[src/pin_order_pkg.sv]
package pin_order_pkg;
  localparam int unsigned SUBPIX_W      = 4;
  localparam int unsigned UPPER_PINS    = 8;
  localparam int unsigned LOWER_PINS    = 8;
  localparam int unsigned FIFO_DEPTH    = 32;
  localparam int unsigned FIFO_W        = 2 * SUBPIX_W + 1;
  localparam logic [2:0]  PIN_HIGH      = 3'h7;
  localparam logic [2:0]  PIN_LOW       = 3'h0;
  localparam logic [2:0]  MONO4_LAST    = 3'h3;
  localparam logic [7:0]  PINS_RESET    = 8'h00;

  typedef enum logic [1:0] {
    MODE_MONO_SINGLE,
    MODE_MONO_DOUBLE,
    MODE_COLOR_SINGLE,
    MODE_COLOR_DUAL
  } pin_mode_t;
endpackage

[src/pin_order_out.sv]
`timescale 1ns/1ps
// What this block does
// - done flag only after disable and frame end
// - mask clear: flag high raises interrupt
// - mask set: interrupt suppressed
// - mask never touches the flag itself
// - colour dual: upper on data, lower on extra pins
// - disable mid-frame finishes frame, then done
module pin_order_out
  import pin_order_pkg::*;
(
  input  wire logic                clk_in,
  input  wire logic                rst_b_in,
  input  wire logic                display_enable_bit_in,
  input  wire logic                done_irq_mask_in,
  input  wire logic                done_clear_in,
  input  wire pin_mode_t           mode_in,
  input  wire logic [SUBPIX_W-1:0] upper_subpix_in,
  input  wire logic [SUBPIX_W-1:0] lower_subpix_in,
  input  wire logic                frame_last_in,
  input  wire logic                subpix_valid_in,
  output logic                     subpix_ready_out,
  input  wire logic                pix_strobe_in,
  output logic [UPPER_PINS-1:0]    data_pins_out,
  output logic [LOWER_PINS-1:0]    gp_pins_out,
  output logic                     pins_owned_out,
  output logic                     disable_done_flag_out,
  output logic                     done_irq_out
);
  localparam int unsigned FILL_W = $clog2(FIFO_DEPTH) + 1;

  logic [FIFO_W-1:0]     fifo_data;
  logic                  fifo_valid;
  logic                  fifo_ready;
  logic                  fifo_push;
  logic                  running;
  logic                  stopping;
  logic                  subpix_ready;
  logic [FILL_W-1:0]     fill;
  logic                  disable_done_flag;
  logic [2:0]            up_pin;
  logic [2:0]            lo_pin;
  logic [UPPER_PINS-1:0] data_pins;
  logic [LOWER_PINS-1:0] gp_pins;
  logic                  done_irq;
  logic                  next_running;
  logic                  next_stopping;
  logic                  next_subpix_ready;
  logic [FILL_W-1:0]     next_fill;
  logic                  next_flag;
  logic [2:0]            next_up_pin;
  logic [2:0]            next_lo_pin;
  logic [UPPER_PINS-1:0] next_data_pins;
  logic [LOWER_PINS-1:0] next_gp_pins;
  logic                  next_irq;
  logic                  take;
  logic                  frame_end;
  logic                  stop_now;
  logic [SUBPIX_W-1:0]   up_val;
  logic [SUBPIX_W-1:0]   lo_val;

  function automatic logic [2:0] first_pin(input pin_mode_t m);
    first_pin = (m == MODE_COLOR_SINGLE || m == MODE_COLOR_DUAL) ? PIN_HIGH : PIN_LOW;
  endfunction

  function automatic logic [2:0] step_pin(input pin_mode_t m, input logic [2:0] p);
    unique case (m)
      MODE_MONO_SINGLE:  step_pin = (p == MONO4_LAST) ? PIN_LOW : p + 3'h1;
      MODE_MONO_DOUBLE:  step_pin = p + 3'h1;
      MODE_COLOR_SINGLE: step_pin = p - 3'h1;
      MODE_COLOR_DUAL:   step_pin = p - 3'h1;
    endcase
  endfunction

  pixel_fifo #(
    .WIDTH (FIFO_W),
    .DEPTH (FIFO_DEPTH)
  ) u_fifo (
    .clk_in       (clk_in),
    .rst_b_in     (rst_b_in),
    .wr_data_in   ({frame_last_in, upper_subpix_in, lower_subpix_in}),
    .wr_valid_in  (fifo_push),
    .wr_ready_out (),
    .rd_data_out  (fifo_data),
    .rd_valid_out (fifo_valid),
    .rd_ready_in  (fifo_ready)
  );

  assign fifo_push        = subpix_valid_in && subpix_ready;
  assign fifo_ready       = pix_strobe_in && running;
  assign subpix_ready_out = subpix_ready;
  assign pins_owned_out   = running;
  assign data_pins_out    = data_pins;
  assign gp_pins_out      = gp_pins;
  assign disable_done_flag_out = disable_done_flag;
  assign done_irq_out     = done_irq;

  // decode of the entry leaving the fifo
  always_comb begin
    take      = fifo_valid && fifo_ready;
    frame_end = take && fifo_data[FIFO_W-1];
    up_val    = fifo_data[2*SUBPIX_W-1:SUBPIX_W];
    lo_val    = fifo_data[SUBPIX_W-1:0];
    // frame in progress completes before the stop takes effect
    stop_now  = running && (stopping || !display_enable_bit_in) && frame_end;
  end

  always_comb begin
    next_running  = running;
    next_stopping = stopping;
    if (!running) begin
      if (display_enable_bit_in) begin
        next_running  = 1'b1;
        next_stopping = 1'b0;
      end
    end else if (!display_enable_bit_in) begin
      next_stopping = 1'b1;
    end
    if (stop_now) begin
      next_running  = 1'b0;
      next_stopping = 1'b0;
    end
  end

  // occupancy mirror of the fifo, so that ready can leave a flop
  always_comb begin
    next_fill = fill;
    if (fifo_push && !take) begin
      next_fill = fill + 1'b1;
    end else if (take && !fifo_push) begin
      next_fill = fill - 1'b1;
    end
    next_subpix_ready = next_running && (next_fill != FILL_W'(FIFO_DEPTH));
  end

  // pin index steps per mode; pins clear when they are handed back
  always_comb begin
    next_up_pin    = up_pin;
    next_lo_pin    = lo_pin;
    next_data_pins = data_pins;
    next_gp_pins   = gp_pins;
    if (!running) begin
      next_up_pin = first_pin(mode_in);
      next_lo_pin = first_pin(mode_in);
    end
    if (take) begin
      unique case (mode_in)
        MODE_COLOR_DUAL: begin
          next_data_pins[up_pin] = up_val[SUBPIX_W-1];
          next_gp_pins[lo_pin]   = lo_val[SUBPIX_W-1];
          next_up_pin = step_pin(mode_in, up_pin);
          next_lo_pin = step_pin(mode_in, lo_pin);
        end
        default: begin
          next_data_pins[up_pin] = up_val[SUBPIX_W-1];
          next_up_pin = step_pin(mode_in, up_pin);
        end
      endcase
      if (frame_end) begin
        next_up_pin = first_pin(mode_in);
        next_lo_pin = first_pin(mode_in);
      end
    end
    if (stop_now) begin
      next_data_pins = PINS_RESET;
      next_gp_pins   = PINS_RESET;
    end
  end

  // set wins over clear; mask gates only the interrupt, not the flag
  always_comb begin
    next_flag = disable_done_flag;
    if (done_clear_in) begin
      next_flag = 1'b0;
    end
    if (stop_now) begin
      next_flag = 1'b1;
    end
    next_irq = next_flag && !done_irq_mask_in;
  end

  always_ff @(posedge clk_in or negedge rst_b_in) begin
    if (!rst_b_in) begin
      running  <= 1'b0;
      stopping <= 1'b0;
    end else begin
      running  <= next_running;
      stopping <= next_stopping;
    end
  end

  always_ff @(posedge clk_in or negedge rst_b_in) begin
    if (!rst_b_in) begin
      fill         <= '0;
      subpix_ready <= 1'b0;
    end else begin
      fill         <= next_fill;
      subpix_ready <= next_subpix_ready;
    end
  end

  always_ff @(posedge clk_in or negedge rst_b_in) begin
    if (!rst_b_in) begin
      up_pin    <= PIN_LOW;
      lo_pin    <= PIN_LOW;
      data_pins <= PINS_RESET;
      gp_pins   <= PINS_RESET;
    end else begin
      up_pin    <= next_up_pin;
      lo_pin    <= next_lo_pin;
      data_pins <= next_data_pins;
      gp_pins   <= next_gp_pins;
    end
  end

  always_ff @(posedge clk_in or negedge rst_b_in) begin
    if (!rst_b_in) begin
      disable_done_flag <= 1'b0;
      done_irq          <= 1'b0;
    end else begin
      disable_done_flag <= next_flag;
      done_irq          <= next_irq;
    end
  end
endmodule

[src/pixel_fifo.sv]
`timescale 1ns/1ps
module pixel_fifo #(
  parameter int unsigned WIDTH = 9,
  parameter int unsigned DEPTH = 32
) (
  input  wire logic             clk_in,
  input  wire logic             rst_b_in,
  input  wire logic [WIDTH-1:0] wr_data_in,
  input  wire logic             wr_valid_in,
  output logic                  wr_ready_out,
  output logic      [WIDTH-1:0] rd_data_out,
  output logic                  rd_valid_out,
  input  wire logic             rd_ready_in
);
  localparam int unsigned AW = $clog2(DEPTH);

  logic [WIDTH-1:0] mem [DEPTH];
  logic [AW-1:0]    wr_ptr;
  logic [AW-1:0]    rd_ptr;
  logic [AW:0]      count;
  logic [AW-1:0]    next_wr_ptr;
  logic [AW-1:0]    next_rd_ptr;
  logic [AW:0]      next_count;
  logic             push;
  logic             pop;

  function automatic logic [AW-1:0] bump(input logic [AW-1:0] p);
    bump = (p == AW'(DEPTH - 1)) ? '0 : p + 1'b1;
  endfunction

  assign wr_ready_out = (count != (AW+1)'(DEPTH));
  assign rd_valid_out = (count != '0);
  assign rd_data_out  = mem[rd_ptr];

  always_comb begin
    push        = wr_valid_in && wr_ready_out;
    pop         = rd_valid_out && rd_ready_in;
    next_wr_ptr = push ? bump(wr_ptr) : wr_ptr;
    next_rd_ptr = pop ? bump(rd_ptr) : rd_ptr;
    next_count  = count;
    if (push && !pop) begin
      next_count = count + 1'b1;
    end else if (pop && !push) begin
      next_count = count - 1'b1;
    end
  end

  always_ff @(posedge clk_in or negedge rst_b_in) begin
    if (!rst_b_in) begin
      wr_ptr <= '0;
      rd_ptr <= '0;
      count  <= '0;
    end else begin
      wr_ptr <= next_wr_ptr;
      rd_ptr <= next_rd_ptr;
      count  <= next_count;
    end
  end

  always_ff @(posedge clk_in) begin
    if (push) begin
      mem[wr_ptr] <= wr_data_in;
    end
  end
endmodule

[config.mk]
export PLATFORM = sky130hd
export DESIGN_NAME = pin_order_out
export DESIGN_NICKNAME = d
export VERILOG_FILES = /design/src/pin_order_pkg.sv /design/src/pin_order_out.sv /design/src/pixel_fifo.sv
export SDC_FILE = /design/constraint.sdc
export NUM_CORES = 1
export LEC_CHECK = 0
export BUFFER_PORTS_ARGS = -buffer_cell sky130_fd_sc_hd__buf_2
export CAP_MARGIN = 5
export CORE_MARGIN = 5
export CORE_UTILIZATION = 55
export DETAILED_ROUTE_END_ITERATION = 16
export GPL_TIMING_DRIVEN = 1
export MAX_ROUTING_LAYER = met4
export PLACE_DENSITY = 0.85
export REMOVE_ABC_BUFFERS = 1
export SLEW_MARGIN = 20
export SYNTH_ARGS = -nofsm -noshare
export SYNTH_HDL_FRONTEND = slang
export SYNTH_SLANG_ARGS = --single-unit
[constraint.sdc]
create_clock -name clk_in -period 3.5 [get_ports clk_in]
set_clock_uncertainty 0.2 [all_clocks]
set_input_delay 0.175 -clock clk_in [delete_from_list [all_inputs] [get_ports clk_in]]
set_output_delay 0.175 -clock clk_in [all_outputs]
set_load 0.005 [all_outputs]
Word-level counts from Yosys, hierarchy flattened:

Memory sizes are Yosys's and may differ from the RTL's.
Index checks and enable logic that the tools add are counted.

* add/subtract/negate cells: 9
* magnitude comparators: 4
* equality and inequality tests: 10
* mux-type cells: 39
* reduce and logical (&&, ||, !) cells: 30

Operator list (number)
* $mux W8: 5
* $mux W3: 10
* $mux W6: 4
* $bwmux W8: 2
* $logic_and A1 B1 Y1: 15
* $mux W1: 13
* $add A6 B1 Y6 const B: 2
* $ne A6 B6 Y1 const B: 2
* $sub A6 B1 Y6 const B: 2
* $add A5 B1 Y5 const B: 2
* $eq A5 B5 Y1 const B: 2
* $mux W5: 2
* $pmux W3 S3: 1
* $lt A3 B4 Y1 const B: 2
* $demux W1 S3: 2
* $ge A3 B1 Y1 const B: 2
* $reduce_bool A2 Y1: 3
* $reduce_bool A6 Y1: 1
* $sub A3 B1 Y3 const B: 2
* $logic_not A1 Y1: 5
* $eq A2 B2 Y1 const B: 2
* $reduce_and A2 Y1: 2
* $add A3 B1 Y3 const B: 1
* $eq A3 B2 Y1 const B: 1
* other kinds (6): 7

* bits in registers: 49
* bits in writable memories: 288
* input port bits: 18
* output and inout port bits: 20
* logic and storage cells: 106
* memories: 1

Memories
* u_fifo.mem: words 32, width 9, rd ports 1, clocked after Yosys merged registers in 0, wr ports 1, RTL line pixel_fifo.sv:17 `logic [WIDTH-1:0] mem [DEPTH];`

Depth between registers and ports, before layout:

Gate-level depths: netlist of run 1.

* word-level depth: 8
* mapped depth: 13
* depth with buffers taken out: 12

By module:

A second synthesis of run 1 with hierarchy kept.

* cell total of the unflattened synthesis: 883
* area total of the unflattened synthesis: 14132.3 sq um

Modules (own cells, without submodules)
* pixel_fifo: instances 1, cells an instance 670, area an instance 12213.0 sq um, sequential area each 9048.7 sq um
* pin_order_out: instances 1, cells an instance 213, area an instance 1919.3 sq um, sequential area each 825.8 sq um

Worst setup path after synthesis of run 1:

Ideal clock, no wire load.

* path type: register -> register
* start: register u_fifo.count[1]
* end: register u_fifo.count[5]
* setup time: 0.080 ns
* arrival: 3.192 ns
* path slack: 0.028 ns
* stages on the path, launching flop included: 14
* buffers on the path: 1
* period minus slack after synthesis: 3.472 ns
* path through: dfrtp_1 > or4_1 > o31a_1 > clkinv_1 > buf_1 > ha_1 > inv_1 > ha_1 > a21o_1 > a21oi_1 > o21bai_1 > a21oi_1 > mux2i_1 > xnor2_1

* cells in the longest elaborated chain, start to end: 5
* elaborated cells between the ends (all ways): 13
* classes of those cells: add/sub (2); eq/ne (1); mux (2); reduce/logical (8)

Ends and longest elaborated chain
* start, declared: RTL line pixel_fifo.sv:20 `logic [AW:0] count;`
* start signal, assigned: RTL line pixel_fifo.sv:56 `count <= next_count;`
* parallel branches: the longest is 5 deep, another holds $sub A6 B1 Y6

Several ways; the timed one is not identified. The select of a mux whose other input is x is not followed.
A chain may end at the register's enable or synchronous reset.

Final worst setup path of run 1:

Ends and elaborated chain as after synthesis.

==> results of run 1 <==
==> power by group through the flow <==
stage / Combinational (uW) / Clock, uW / Sequential, uW
3_5_place_dp: 2160 / 0 / 2490
3_3_place_gp: 2050 / 0 / 2460
2_1_floorplan: 1450 / 0 / 2520
4_1_cts: 2200 / 1710 / 2450
5_1_grt: 2420 / 1800 / 2500
6_report: 2200 / 1690 / 2460
==> final timing paths <==
path                                 start               endpoint  cells after the start
min in group asynchronous         rst_b_in                fill[4]                      2
setup reg to reg           u_fifo.count[1]        u_fifo.count[5]                     12
setup / recovery           u_fifo.count[1]        u_fifo.count[5]                     12
hold / removal               frame_last_in      u_fifo.mem[25][8]                      1
max in group asynchronous         rst_b_in  disable_done_flag_out                      2
hold reg to reg                    fill[5]                fill[5]                      1
==> layer usage <==
layer  share of wire  vias to the layer above  GRT usage
met5               0                        -          -
met4           0.014                        0     0.0637
met3           0.064                       20     0.0446
met2            0.52                      176      0.328
met1            0.40                     2135      0.241
li1                -                     1998          -
==> cell families (layout without fill, tap and decap cells) <==
group                    Yosys count  in the layout  share of synthesized area
multiplexers                      50             50                      0.126
AO/OA/AOI/OAI                     60             60                     0.0604
AND/OR/NAND/NOR                  179            179                      0.121
flip-flops                       145            145                      0.599
XOR/XNOR                          11             11                     0.0141
adder cells (fa/ha/maj)           23             23                     0.0431
buffers and inverters             44             94                     0.0361
==> registers in the layout, summed over array words and instances, names as in the netlist <==
name,cells
u_fifo.mem,96
u_fifo.count,6
fill,6
gp_pins_out,8
data_pins_out,8
up_pin,3
stopping,1
subpix_ready_out,1
u_fifo.rd_ptr,5
done_irq_out,1
lo_pin,3
pins_owned_out,1
u_fifo.wr_ptr,5
disable_done_flag_out,1
==> stage by stage <==
| stage | hold WS [ps] | setup TNS [ps] | utilization | instances | power (uW) |
|---|---|---|---|---|---|
| 3_3_place_gp | 226 | 0 | 0.588 | 694 | 4510 |
| 3_5_place_dp | 235 | 0 | 0.588 | 694 | 4650 |
| 6_report | 43.2 | 0 | 0.638 | 730 | 6350 |
| 4_1_cts | 38.0 | 0 | 0.637 | 730 | 6360 |
| 5_1_grt | 65.4 | 0 | 0.638 | 730 | 6730 |
| 2_1_floorplan | -321 | -109 | - | 488 | 3970 |
==> layout make-up <==
type / instances / area [sq um]
fill: 854 / 4390
sequential: 145 / 4110
multi-input combinational: 323 / 2500
clock buffer: 18 / 429
timing repair buffer: 42 / 275
tap: 168 / 210
clock inverter: 14 / 120
inverter: 20 / 75.1
==> layout by cell type, fill, tap and decap left out, types with 8 or more instances in the layout <==
| cell type | count |
|---|---|
| a21oi_1 | 10 |
| and3_1 | 8 |
| buf_2 | 30 |
| clkbuf_16 | 17 |
| dfrtp_1 | 49 |
| edfxtp_1 | 96 |
| ha_1 | 22 |
| inv_1 | 18 |
| mux2i_1 | 21 |
| mux4_1 | 11 |
| mux4_2 | 14 |
| nand2_1 | 27 |
| nand3_1 | 10 |
| nor2_1 | 79 |
| nor3_1 | 21 |
| o21ai_0 | 17 |
| xnor2_1 | 10 |
==> worst max-delay path: cells and delay by family, from the launching register on <==
family | cells | cell delay (ps)
compound gates | 5 | 910
buf+inv | 2 | 200
flops | 1 | 430
simple gates | 1 | 590
fa+ha+maj | 2 | 460
xor+xnor | 1 | 130
mux | 1 | 230
==> timing repair <==
action	in CTS	in global routing
endpoints found under the setup margin	0	1
endpoints found under the hold margin	54	0
hold buffers	4	0
resized for setup	0	1
==> impl_metrics.yaml, run 1 <==
yosys:
  ys_seq_area_frac: 0.599
  ys_ff_latch: 145
  synth.distinct_cells: 59
  synth_ff_type: "edfxtp_1"
  ys_async_sr_fraction: 0.338
  synth_cells: 512
  synth_edf_count: 96
  synth_warnings: 0
  syn_area_per_cell_sq_um: 13.4
  synth_common_cells: "edfxtp_1 (96), nor2_1 (79), dfrtp_1 (49)"
  synthTopCellsByArea: "edfxtp_1 (42%), dfrtp_1 (18%), mux4_2 (4.6%)"
  synth.cell_area_sq_mm: 0.00686
  yosysMostFrequentCell: "edfxtp_1"
  synth_largest_area_cell: "edfxtp_1"
  yosysTopAreaCellShare: 0.421
setup_path:
  crit_slowest_cell: "or4_1"
  max_stage_delay_ps: 590
  crit_type: "reg -> reg"
  r2r_setup_slack_ps: 260
  cp.required_ps: 3640
  crit_chain: "or4_1 -> o31a_1 -> clkinv_1 -> ha_1 -> inv_1 -> ha_1 -> a21o_1 -> a21oi_2 -> o21bai_1 -> a21oi_1 -> mux2i_1 -> xnor2_1"
  critPathArrivalTime_ps: 3380
  cp_common_cell: "ha_1"
  critPathCaptureType: "register"
  cp-start-kind: "register"
  cp_max_fo: 6
cells_and_area:
  fin_area_sq_mm: 0.00772
  flow.area_growth_from_synthesis_pct: 12.6
  antenna_cells: 0
  drive_gt1_frac: 0.165
  fin_nets: 590
timing:
  fmax_mhz: 309
  period_minus_slack_ps: 3240
  setup_viol: 0
  worst_slew_pin_slew_ps: 626
  rsz0062_at_grt: "no"
  drv_slew: 0
  slew_headroom: 0.582
  hold_violations: 0
  setup_ws_ps: 262
  period_share: 0.925
die:
  die_area_sq_mm: 0.0148
  pin_count: 38
  die_h_um: 122
  initial_core_util: 0.566
  core_sq_mm: 0.0121
  rows: 40
  die_x_um: 122
clock_network:
  cts_tree: "done"
  cts.sinks: 145
  cts_made_buffers: 17
  cts_buffer_depth: 2
  post-cts-setup-buffers: 0
  clkTransAtPathRegs_ps: 60
  htreeDepth: 4
  cts-root-buf: "clkbuf_16"
  clkLatencyLatePin_ps: 420
power_and_ir_drop:
  p_clk_frac: 0.266
  power_switching_uw: 2270
  peakVddDrop_v: 0.000416
  swShare: 0.358
  p_seq_frac: 0.387
  power_frac_comb: 0.347
  p_leak_uw: 0.00295
  p_int_uw: 4080
  p_per_area_mw_per_mm2: 823
routing:
  drc_errors: 0
  wire_per_inst_um: 18.2
  via_per_inst: 5.93
  dr.first_iter.drc_count: 543
  final_antenna_net_count: 0
  via_count: 4329
  wirelength_mm: 13.3
  dr.pass1.iters: 5
global_routing:
  grt_first_pass_wirelength_mm: 21.6
  grt_pass1_vias: 4271
  antenna_found_initial: 0
  grt_usage: 0.197
  grt_max_degree: 50
  gr-total-overflow: 0
placed_design:
  port-buffer-count: 31
  dp_hpwl_mm: 8.69
  placed_cell_area_sq_mm: 0.00713
  routabilityCongestion: 0.814
  pre_cts_ws_ps: 220
run:
  cap_viol_max_count: 0
outcome:
  status: "finished, final reports clean"
worst_hold_path:
  hp-class: "in -> reg"
Power figures use the tool's default switching activity.
==> run 2: changes to the inputs <==
- CORE_ASPECT_RATIO: unset -> 1.75
==> impl_metrics.yaml, run 2 (same netlist as run 1, synthesis figures left out) <==
outcome:
  status: "finished, final reports clean"
setup_path:
  cp-start-kind: "register"
  crit_type: "reg -> reg"
  crit_slowest_cell: "or4_1"
  cp_max_fo: 6
  crit_chain: "or4_1 -> o31a_1 -> clkinv_1 -> ha_1 -> inv_1 -> ha_1 -> a21o_1 -> a21oi_1 -> o21bai_1 -> a21oi_1 -> mux2i_1 -> xnor2_1"
  critPathCaptureType: "register"
  crit_family: "compound AO/OA/AOI/OAI gates"
  max_stage_delay_ps: 600
  critPathArrivalTime_ps: 3450
  path_buf_inv: 2
  cp.required_ps: 3650
clock_network:
  htreeDepth: 4
  clkLatencyLatePin_ps: 420
  cts_buffer_depth: 2
  cts_made_buffers: 17
  clkTransAtPathRegs_ps: 60
  post-cts-setup-buffers: 0
  cts-root-buf: "clkbuf_16"
  cts_tree: "done"
  cts.sinks: 145
routing:
  via_count: 4425
  via_per_inst: 6.04
  wire_per_inst_um: 20.0
  wirelength_mm: 14.7
  dr.first_iter.drc_count: 395
  drc_errors: 0
  dr.pass1.iters: 5
  final_antenna_net_count: 0
die:
  initial_core_util: 0.554
  rows: 54
  die_h_um: 158
  core_sq_mm: 0.0124
  die_area_sq_mm: 0.0149
  die_x_um: 94.4
  pin_count: 38
global_routing:
  antenna_found_initial: 0
  gr-total-overflow: 0
  grt_max_degree: 33
  grt_first_pass_wirelength_mm: 23.2
  grt_usage: 0.216
  grt_pass1_vias: 4515
timing:
  period_minus_slack_ps: 3310
  hold_violations: 0
  rsz0062_at_grt: "no"
  slew_headroom: 0.390
  period_share: 0.945
  fmax_mhz: 302
  drv_slew: 0
  worst_slew_pin_slew_ps: 912
  setup_viol: 0
cells_and_area:
  layout_commonest_cell: "edfxtp_1"
  layout_common_cells: "edfxtp_1 (96), nor2_1 (79), dfrtp_1 (49)"
  antenna_cells: 0
  flow.area_growth_from_synthesis_pct: 13.7
  stdcell_count: 733
  fin_nets: 593
  top_register: "u_fifo.mem"
  largest_register_ffs: 96
  n_fill_cell: 874
  fin_util: 0.630
  drive_gt1_frac: 0.166
worst_hold_path:
  hp-class: "in -> reg"
power_and_ir_drop:
  finalPower_uw: 6560
  p_per_area_mw_per_mm2: 841
  peakVddDrop_v: 0.000461
  p_leak_uw: 0.00299
run:
  cap_viol_max_count: 0
placed_design:
  dp_hpwl_mm: 9.80
  routabilityCongestion: 0.850
  place_inst: 697
  port-buffer-count: 31
run 2: cell type report:
| cell class | instances | area, sq um | share of cell area |
|---|---|---|---|
| repair buffers | 45 | 283 | 0.0363 |
| flip-flops and latches | 145 | 4110 | 0.527 |
| clock inverters | 14 | 188 | 0.0241 |
| well taps | 168 | 210 | 0.0270 |
| clock buffers | 18 | 429 | 0.0551 |
| inverters | 20 | 75.1 | 0.00963 |
| multi-input cells | 323 | 2500 | 0.321 |
run 2: stage by stage:
step / instance area [sq um] / setup slack, ps / hold slack, ps / TNS (ps)
after floorplan: 6680 / -109 / -321 / -109
after global placement: 7140 / 313 / 19.9 / 0
after detailed placement: 7140 / 254 / 36.0 / 0
after CTS: 7790 / 204 / 59.6 / 0
after global routing: 7790 / 61.7 / 84.6 / 0
final: 7790 / 193 / 62.2 / 0
run 2: layer usage:
metal	global-route usage	up-vias	part of all wire
li1	-	2003	-
met1	0.219	2219	0.36
met4	0.0937	0	0.032
met2	0.397	160	0.57
met5	-	-	0
met3	0.0404	43	0.042
run 2: tightest hold or removal path, cell delays in order:
cell,delay [ps]
buf_2,80
and2_1,140
nand2_1,90
nand2_1,90
xnor2_1,70
run 2: power breakdown:
group	switching (uW)	internal, uW	total [uW]
combinational	1190	1000	2190
clock	690	1190	1880
sequential	348	2140	2490
total	2220	4330	6560
run 2: worst paths after layout:
check,startpoint,end,slack (ps),cells after the start
min in group asynchronous,rst_b_in,u_fifo.wr_ptr[1],110,2
setup reg to reg,u_fifo.count[1],u_fifo.count[5],190,12
max in group asynchronous,rst_b_in,gp_pins_out[7],2220,3
hold / removal,subpix_valid_in,fill[0],60,5
hold reg to reg,fill[5],fill[5],260,1
setup / recovery,u_fifo.count[1],u_fifo.count[5],190,12
run 2: repair_timing:
action / 4_1_cts / 5_1_grt
resized for setup: 0 / 0
hold endpoints to repair: 31 / 0
hold buffers: 4 / 0
